===== config.mk =====
export PLATFORM = sky130hd
export DESIGN_NAME = lsg_regs
export DESIGN_NICKNAME = d
export VERILOG_FILES = /design/src/lsg_pkg.sv /design/src/lsg_decode.sv /design/src/lsg_regs.sv
export SDC_FILE = /design/constraint.sdc
export NUM_CORES = 1
export LEC_CHECK = 0
export BUFFER_PORTS_ARGS = -buffer_cell sky130_fd_sc_hd__buf_2
export CAP_MARGIN = 15
export CORE_UTILIZATION = 46
export CTS_BUF_LIST = sky130_fd_sc_hd__clkbuf_2
export DETAILED_ROUTE_END_ITERATION = 6
export PLACE_DENSITY = 0.86
export SLEW_MARGIN = 15
export SYNTH_ARGS = -nofsm -noshare
export SYNTH_HDL_FRONTEND = slang
export SYNTH_SLANG_ARGS = --single-unit
export TNS_END_PERCENT = 20

===== constraint.sdc =====
create_clock -name CLK_I -period 1.79 [get_ports CLK_I]
set_input_delay 0.0895 -clock CLK_I [delete_from_list [all_inputs] [get_ports CLK_I]]
set_output_delay 0.0895 -clock CLK_I [all_outputs]
set_load 0.02 [all_outputs]

===== src/lsg_pkg.sv =====
// Package: register map, field layout and timing for the line-side gain register bank
package lsg_pkg;
  // Word indices; byte addresses below are index times four (so every offset is a multiple of four)
  localparam logic [3:0] IDX_REV = 4'hd;
  localparam logic [3:0] IDX_VER = 4'he;
  localparam logic [3:0] IDX_GAIN = 4'hf;
  localparam logic [3:0] IDX_IRQ_STAT = 4'h1;
  localparam logic [3:0] IDX_IRQ_MASK = 4'h2;
  localparam logic [3:0] IDX_CTRL = 4'h3;
  localparam int ADDR_W = 6;
  localparam logic [5:0] ADDR_REV = {IDX_REV, 2'b00};
  localparam logic [5:0] ADDR_VER = {IDX_VER, 2'b00};
  localparam logic [5:0] ADDR_GAIN = {IDX_GAIN, 2'b00};
  localparam logic [5:0] ADDR_IRQ_STAT = {IDX_IRQ_STAT, 2'b00};
  localparam logic [5:0] ADDR_IRQ_MASK = {IDX_IRQ_MASK, 2'b00};
  localparam logic [5:0] ADDR_CTRL = {IDX_CTRL, 2'b00};
  // Revision register fields
  localparam int REV_INTL_BIT = 6;
  localparam int REV_CHIP_LSB = 2;
  localparam int REV_BOOST_BIT = 1;
  localparam int REV_CUT_BIT = 0;
  // Verification register fields
  localparam int VER_PEND_BIT = 2;
  localparam int VER_RUN_BIT = 1;
  localparam int VER_RES_BIT = 0;
  // Gain register fields
  localparam int GAIN_TXM_BIT = 7;
  localparam int GAIN_ATX_LSB = 4;
  localparam int GAIN_RXM_BIT = 3;
  localparam int GAIN_ARX_LSB = 0;
  // Interrupt status bits
  localparam int IRQ_DONE_BIT = 0;
  localparam int IRQ_BAD_BIT = 1;
  // Reset values
  localparam logic [7:0] GAIN_RST = 8'h00;
  localparam logic [1:0] LEGACY_RST = 2'b00;
  localparam logic [1:0] MASK_RST = 2'b00;
  // Verification duration
  localparam int CLK_MHZ = 50;
  localparam int VERIFY_US = 10;
  localparam int VERIFY_CYC = VERIFY_US * CLK_MHZ;
  // Gain codes in tenths of dB
  localparam logic [6:0] DB_0 = 7'h00;
  localparam logic [6:0] DB_1 = 7'h0a;
  localparam logic [6:0] DB_2P2 = 7'h16;
  localparam logic [6:0] DB_3 = 7'h1e;
  localparam logic [6:0] DB_3P5 = 7'h23;
  localparam logic [6:0] DB_5 = 7'h32;
  localparam logic [6:0] DB_6 = 7'h3c;
  localparam logic [6:0] DB_9 = 7'h5a;
  localparam logic [6:0] DB_12 = 7'h78;
endpackage


===== src/lsg_decode.sv =====
// Gain field decoder: three-bit selector to tenths of dB
`timescale 1ns/1ps
module lsg_decode (
  // Selector
  input wire logic [2:0] sel_i,
  input wire logic monitor_i,
  // Result
  output logic [6:0] tenth_db_o
);
  always_comb begin
    if (sel_i[2]) begin
      tenth_db_o = monitor_i ? lsg_pkg::DB_5 : lsg_pkg::DB_12;
    end else begin
      unique case (sel_i[1:0])
        2'b00: tenth_db_o = lsg_pkg::DB_0;
        2'b01: tenth_db_o = monitor_i ? lsg_pkg::DB_1 : lsg_pkg::DB_3;
        2'b10: tenth_db_o = monitor_i ? lsg_pkg::DB_2P2 : lsg_pkg::DB_6;
        2'b11: tenth_db_o = monitor_i ? lsg_pkg::DB_3P5 : lsg_pkg::DB_9;
      endcase
    end
  end
endmodule


===== src/lsg_regs.sv =====
// Line-side revision, verification and gain register bank on Avalon-MM
`timescale 1ns/1ps
module lsg_regs #(
  parameter logic [3:0] CHIP_REV = 4'h0,  // Arbitrary value
  parameter logic INTL_SUPPORT = 1'b1,
  parameter int VERIFY_CYCLES = lsg_pkg::VERIFY_CYC
) (
  // Clock and reset
  input wire logic CLK_I,
  input wire logic RST_I,
  // Avalon-MM slave
  input wire logic [lsg_pkg::ADDR_W-1:0] AVS_ADDRESS_I,
  input wire logic AVS_READ_I,
  input wire logic AVS_WRITE_I,
  input wire logic [31:0] AVS_WRITEDATA_I,
  input wire logic [3:0] AVS_BYTEENABLE_I,
  output logic [31:0] AVS_READDATA_O,
  output logic AVS_WAITREQUEST_O,
  // Line side
  input wire logic LINE_ENABLE_I,
  input wire logic DEVICE_BAD_I,
  input wire logic OFF_HOOK_I,
  // Analog path controls
  output logic TX_MUTE_O,
  output logic RX_MUTE_O,
  output logic [6:0] TX_ATTEN_O,
  output logic [6:0] RX_GAIN_O,
  output logic [6:0] MON_ATTEN_O,
  output logic MON_ACTIVE_O,
  output logic LEGACY_RX_BOOST_O,
  output logic LEGACY_TX_CUT_O,
  output logic DATA_ENABLE_O,
  // Interrupt
  output logic IRQ_O
);
  // The run counter is sixteen bits wide and needs at least one cycle
  if (VERIFY_CYCLES < 1 || VERIFY_CYCLES > 65535) begin : g_bad_cycles
    $error("VERIFY_CYCLES out of range");
  end

  ////////////////////////////////////////////////////////////////////////////
  typedef enum logic [1:0] {
    VS_IDLE = 2'b00,
    VS_RUN = 2'b01,
    VS_DONE = 2'b10
  } lsg_vstate_t;

  typedef struct packed {
    lsg_vstate_t vstate;
    logic [15:0] vcount;
    logic result;
    logic [7:0] gain;
    logic rx_boost;
    logic tx_cut;
    logic [1:0] irq_stat;
    logic [1:0] irq_mask;
    logic data_gate;
    logic ack;
    logic [31:0] rdata;
  } lsg_state_t;

  lsg_state_t r;
  lsg_state_t next_r;
  logic [7:0] rd_byte;
  logic [6:0] tx_db;
  logic [6:0] rx_db;
  logic [6:0] mon_db;
  logic access;

  assign access = (AVS_READ_I | AVS_WRITE_I) & ~r.ack;

  ////////////////////////////////////////////////////////////////////////////
  // Transmit attenuation, receive gain and monitor attenuation decode
  lsg_decode u_tx (
    .sel_i(r.gain[lsg_pkg::GAIN_ATX_LSB +: 3]),
    .monitor_i(1'b0),
    .tenth_db_o(tx_db)
  );
  lsg_decode u_rx (
    .sel_i(r.gain[lsg_pkg::GAIN_ARX_LSB +: 3]),
    .monitor_i(1'b0),
    .tenth_db_o(rx_db)
  );
  lsg_decode u_mon (
    .sel_i(r.gain[lsg_pkg::GAIN_ARX_LSB +: 3]),
    .monitor_i(1'b1),
    .tenth_db_o(mon_db)
  );

  ////////////////////////////////////////////////////////////////////////////
  always_comb begin
    rd_byte = 8'h00;
    unique case (AVS_ADDRESS_I)
      lsg_pkg::ADDR_REV: begin
        rd_byte[lsg_pkg::REV_INTL_BIT] = INTL_SUPPORT;
        rd_byte[lsg_pkg::REV_CHIP_LSB +: 4] = CHIP_REV;
        rd_byte[lsg_pkg::REV_BOOST_BIT] = r.rx_boost;
        rd_byte[lsg_pkg::REV_CUT_BIT] = r.tx_cut;
      end
      lsg_pkg::ADDR_VER: begin
        rd_byte[lsg_pkg::VER_PEND_BIT] = (r.vstate != VS_DONE);
        rd_byte[lsg_pkg::VER_RUN_BIT] = (r.vstate == VS_RUN);
        rd_byte[lsg_pkg::VER_RES_BIT] = r.result;
      end
      lsg_pkg::ADDR_GAIN: rd_byte = r.gain;
      lsg_pkg::ADDR_IRQ_STAT: rd_byte[1:0] = r.irq_stat;
      lsg_pkg::ADDR_IRQ_MASK: rd_byte[1:0] = r.irq_mask;
      default: rd_byte = 8'h00;
    endcase
  end

  ////////////////////////////////////////////////////////////////////////////
  always_comb begin
    next_r = r;
    next_r.ack = access;
    unique case (r.vstate)
      VS_IDLE: begin
        if (LINE_ENABLE_I) begin
          next_r.vstate = VS_RUN;
          next_r.vcount = 16'(VERIFY_CYCLES - 1);
        end
      end
      VS_RUN: begin
        if (r.vcount == 16'h0000) begin
          next_r.vstate = VS_DONE;
          next_r.result = DEVICE_BAD_I;
          next_r.data_gate = ~DEVICE_BAD_I;
        end else begin
          next_r.vcount = r.vcount - 16'h0001;
        end
      end
      VS_DONE: next_r.vstate = VS_DONE;
      default: next_r.vstate = VS_IDLE;
    endcase
    if (access && AVS_READ_I) begin
      next_r.rdata = {24'h00_0000, rd_byte};
      // Read of the status register clears it
      if (AVS_ADDRESS_I == lsg_pkg::ADDR_IRQ_STAT) begin
        next_r.irq_stat = 2'b00;
      end
    end
    if (access && AVS_WRITE_I && AVS_BYTEENABLE_I[0]) begin
      unique case (AVS_ADDRESS_I)
        lsg_pkg::ADDR_REV: begin
          next_r.rx_boost = AVS_WRITEDATA_I[lsg_pkg::REV_BOOST_BIT];
          next_r.tx_cut = AVS_WRITEDATA_I[lsg_pkg::REV_CUT_BIT];
        end
        lsg_pkg::ADDR_GAIN: next_r.gain = AVS_WRITEDATA_I[7:0];
        lsg_pkg::ADDR_IRQ_MASK: next_r.irq_mask = AVS_WRITEDATA_I[1:0];
        default: next_r.gain = next_r.gain;
      endcase
    end
    // Set wins over the read clear
    if (r.vstate == VS_RUN && r.vcount == 16'h0000) begin
      next_r.irq_stat[lsg_pkg::IRQ_DONE_BIT] = 1'b1;
      if (DEVICE_BAD_I) begin
        next_r.irq_stat[lsg_pkg::IRQ_BAD_BIT] = 1'b1;
      end
    end
  end

  always_ff @(posedge CLK_I or posedge RST_I) begin
    if (RST_I) begin
      r <= '{vstate: VS_IDLE, vcount: 16'h0000, result: 1'b0,
             gain: lsg_pkg::GAIN_RST, rx_boost: lsg_pkg::LEGACY_RST[1],
             tx_cut: lsg_pkg::LEGACY_RST[0], irq_stat: 2'b00,
             irq_mask: lsg_pkg::MASK_RST, data_gate: 1'b0, ack: 1'b0,
             rdata: 32'h0000_0000};
    end else begin
      r <= next_r;
    end
  end

  ////////////////////////////////////////////////////////////////////////////
  // One wait cycle keeps read data registered
  assign AVS_WAITREQUEST_O = (AVS_READ_I | AVS_WRITE_I) & ~r.ack;
  assign AVS_READDATA_O = r.rdata;
  assign TX_MUTE_O = r.gain[lsg_pkg::GAIN_TXM_BIT];
  assign RX_MUTE_O = r.gain[lsg_pkg::GAIN_RXM_BIT];
  assign TX_ATTEN_O = tx_db;
  assign RX_GAIN_O = rx_db;
  assign MON_ATTEN_O = mon_db;
  assign MON_ACTIVE_O = ~OFF_HOOK_I;
  assign LEGACY_RX_BOOST_O = r.rx_boost;
  assign LEGACY_TX_CUT_O = r.tx_cut;
  assign DATA_ENABLE_O = r.data_gate;
  assign IRQ_O = |(r.irq_stat & r.irq_mask);
endmodule


==> out/qor.txt <==
status = finished with violations
violated checks = setup timing
GP Congestion = 0.914
starting density of the core = 0.490
CTS H-Tree Depth = 2
Setup crit end = r[50]
first-pass GRT wire length = 10,400 um
M3 GR Usage = 0.0537
Seq/Total Area, Yosys = 0.387
GR Util met1 = 0.238
Final Slew Violations = 0
Least-Margin Pin Slew = 0.597 ns
Post-DP Area = 0.00316 mm2
Max clock buf depth = 2
Reg-to-Reg Start = r[56]
setup ws final = -0.0150 ns
post-route setup TNS = -0.0176 ns
Hold Slack = 0.0969 ns
synth warn = 0
Row Count = 27
routed len/inst = 13.3 um
# Max-Cap Violations = 0
DIE HEIGHT = 79.7 um
global route hottest layer = met2
CTS Buf Count = 5
Syn Area/Cell = 8.99 um2
drt via density = 5.14
initial drt markers = 80
filler cell count in the final layout = 475
clock skew = 0.00640 ns
Design Power = 1.89 mW
number of synthesized flops with an enable pin = 0
die width = 79.7 um
Worst R2R Path Depth = 5
CTS root buf = clkbuf_2
Final Instance Area = 0.00351 mm2
pwr dens = 537 mW/mm2
routing usage on met2 = 0.393
share of cells above drive strength 1 = 0.368
CTS tree = done
FF+latch area = 0.00108 mm2
clk slew on worst S/H paths = 0.22 ns
synthesized flop and latch total = 43
DRT antenna net count = 0
layout net count = 461
most frequent cell after synthesis = dfrtp_1
CP Cell Sequence = or4_4 -> nor4_4 -> buf_4 -> nand2_1 -> a41oi_1
Via Count = 2,422
PortBufs = 55
number of global-route vias before repair = 2,322
Cell Area, Synth = 0.00278 mm2
# clock sinks = 43
HP Class = in2reg
main flop type after synthesis = dfrtp_1
ANT cells = 0
Compound-Gate Fraction of Synth Area = 0.113
Core ar. = 0.00568 mm2
Netlist cell types = 45
mux cell area share after synthesis = 0.0509
DRC violations left = 0
Hold Fails Final Rpt = 0
cell taking the most area after synthesis = dfrtp_1
relative slew slack = 0.596
fmax = 554 MHz
WL final = 6260 um
ys async rst share = 1.00
largest net degree at the start of global routing = 44
CP Class = reg2reg
max incr delay on CP = 0.55 ns
reg-to-reg slack, setup = -0.01 ns
peak supply drop = 0.404 mV
FF-to-FF End = r[50]
xor and xnor fraction of the mapped netlist area = 0.0158
Synth top cells by count = 43 x dfrtp_1, 40 x buf_4, 35 x nand2_1, 22 x nor2_1, 18 x o21ai_0
CP max-delay cell = or4_4
Post-Synthesis Cells = 309
die footprint = 0.00636 mm2
Critical Path Source = r[56]
Final setup violation count = 2
Adder-Cell Fraction of Synth Area = 0.0630
IO Pins = 110
RSZ-0062 raised after global routing = true
GRT overflow = 0
GR Util All Layers = 0.212
Crit path required time = 2.15 ns
Finished Core Util = 0.618
detailed placement HPWL = 4570 um
initial antenna violation count = 0
drt pass-1 iters = 4
synth top area cells = dfrtp_1 39%, buf_4 11%, ha_1 6.3%, nand2_1 4.7%, mux2_2 3.6%
share of the synthesized area in the top cell type = 0.387
crit path capture type = flop
Leak = 1.71 nW
Final min period = 1.80 ns
largest family of logic cells by synthesized area = simple AND/OR/NAND/NOR gates
crit path max fanout = 6
Worst-Skew Late Latency = 0.43 ns
Worst Path Arrival = 2.16 ns
Synth Area in Simple Gates = 0.229
crit start category = flop
synthesis-to-finish area growth = 26.3%
Tcrit/Tclk final = 1.01
Multi-input gate area = 0.00156 mm2
==> critical path, delay by kind of cell, from the launching register on <==
family / cells / cell delay (ns)
and+or+nand+nor: 3 / 0.86
DFF: 1 / 0.45
AOI/OAI and AO/OA: 1 / 0.26
buffers and inverters: 1 / 0.17
==> repair_timing <==
item                                    in CTS  in global routing
hold endpoints to repair                    60                  0
pin swaps                                    5                  7
buffers inserted                             6                  0
hold buffers                                13                  0
endpoints found under the setup margin      13                 26
resized for setup                           12                 23
==> area by class of cell <==
cell class / instances / area share
Clock inverter: 2 / 0.00357
Timing Repair Buffer: 104 / 0.196
Sequential cell: 43 / 0.308
Inverter: 14 / 0.0150
Clock buffer: 6 / 0.00856
Multi-Input combinational cell: 230 / 0.444
Tap cell: 72 / 0.0257
==> per-layer routing <==
| layer | share of wire | up-vias |
|---|---|---|
| li1 | - | 1178 |
| met1 | 0.42 | 1136 |
| met2 | 0.51 | 96 |
| met3 | 0.058 | 12 |
| met4 | 0.016 | 0 |
| met5 | 0 | - |
==> cells in the final DEF (no fill, tap or decap), types with 4 or more instances in the layout <==
cell and n:
nand2b_1 7, nor2b_1 5, buf_4 38, nor4_2 4, nand3_1 6, nor3_2 5, dlygate4sd3_1 13, inv_1 9
nor3_1 8, nand2_1 35, mux2_2 9, o21ai_0 16, nor2_1 21, ha_1 10, mux2i_1 4, inv_2 5
clkbuf_2 6, or2_2 5, buf_2 52, a21oi_1 11, xnor2_1 5, dfrtp_1 40, conb_1 27
==> through the flow <==
| stage | cells | worst slack, ns |
|---|---|---|
| floorplan | 335 | -0.113 |
| global placement | 444 | -0.0840 |
| detailed placement | 444 | -0.119 |
| CTS | 471 | -0.0209 |
| global route | 471 | -0.0911 |
| finish | 471 | -0.0150 |
==> power breakdown <==
group,leakage [nW],internal [mW],switching [mW]
clock network,0.0290,0.0993,0.332
logic,1.14,0.154,0.265
registers,0.542,1.00,0.0327
total,1.71,1.26,0.630
==> worst min-delay path by stage <==
stage               slack, ns  cells after the start        startpoint           endpoint
floorplan                0.20                      1      DEVICE_BAD_I      DATA_ENABLE_O
global placement         0.25                      3             RST_I              r[45]
detailed placement       0.26                      3             RST_I              r[44]
CTS                      0.09                      5  AVS_ADDRESS_I[1]              r[37]
global route             0.09                      4  AVS_ADDRESS_I[5]              r[34]
finish                    0.1                      4  AVS_ADDRESS_I[2]  AVS_READDATA_O[2]
==> flip-flops by register name (all words and copies together) (netlist names) <==
name,count
TX_MUTE_O,1
AVS_READDATA_O,8
LEGACY_RX_BOOST_O,1
LEGACY_TX_CUT_O,1
r,30
RX_MUTE_O,1
DATA_ENABLE_O,1
==> kinds of logic after synthesis <==
family | Yosys count
and+or+nand+nor | 121
buffers and inverters | 62
AOI/OAI and AO/OA | 50
DFF | 43
adders and majority gates | 14
muxes | 13
xor gates and xnor gates | 5
other | 1
(Power assumes the default switching activity.)
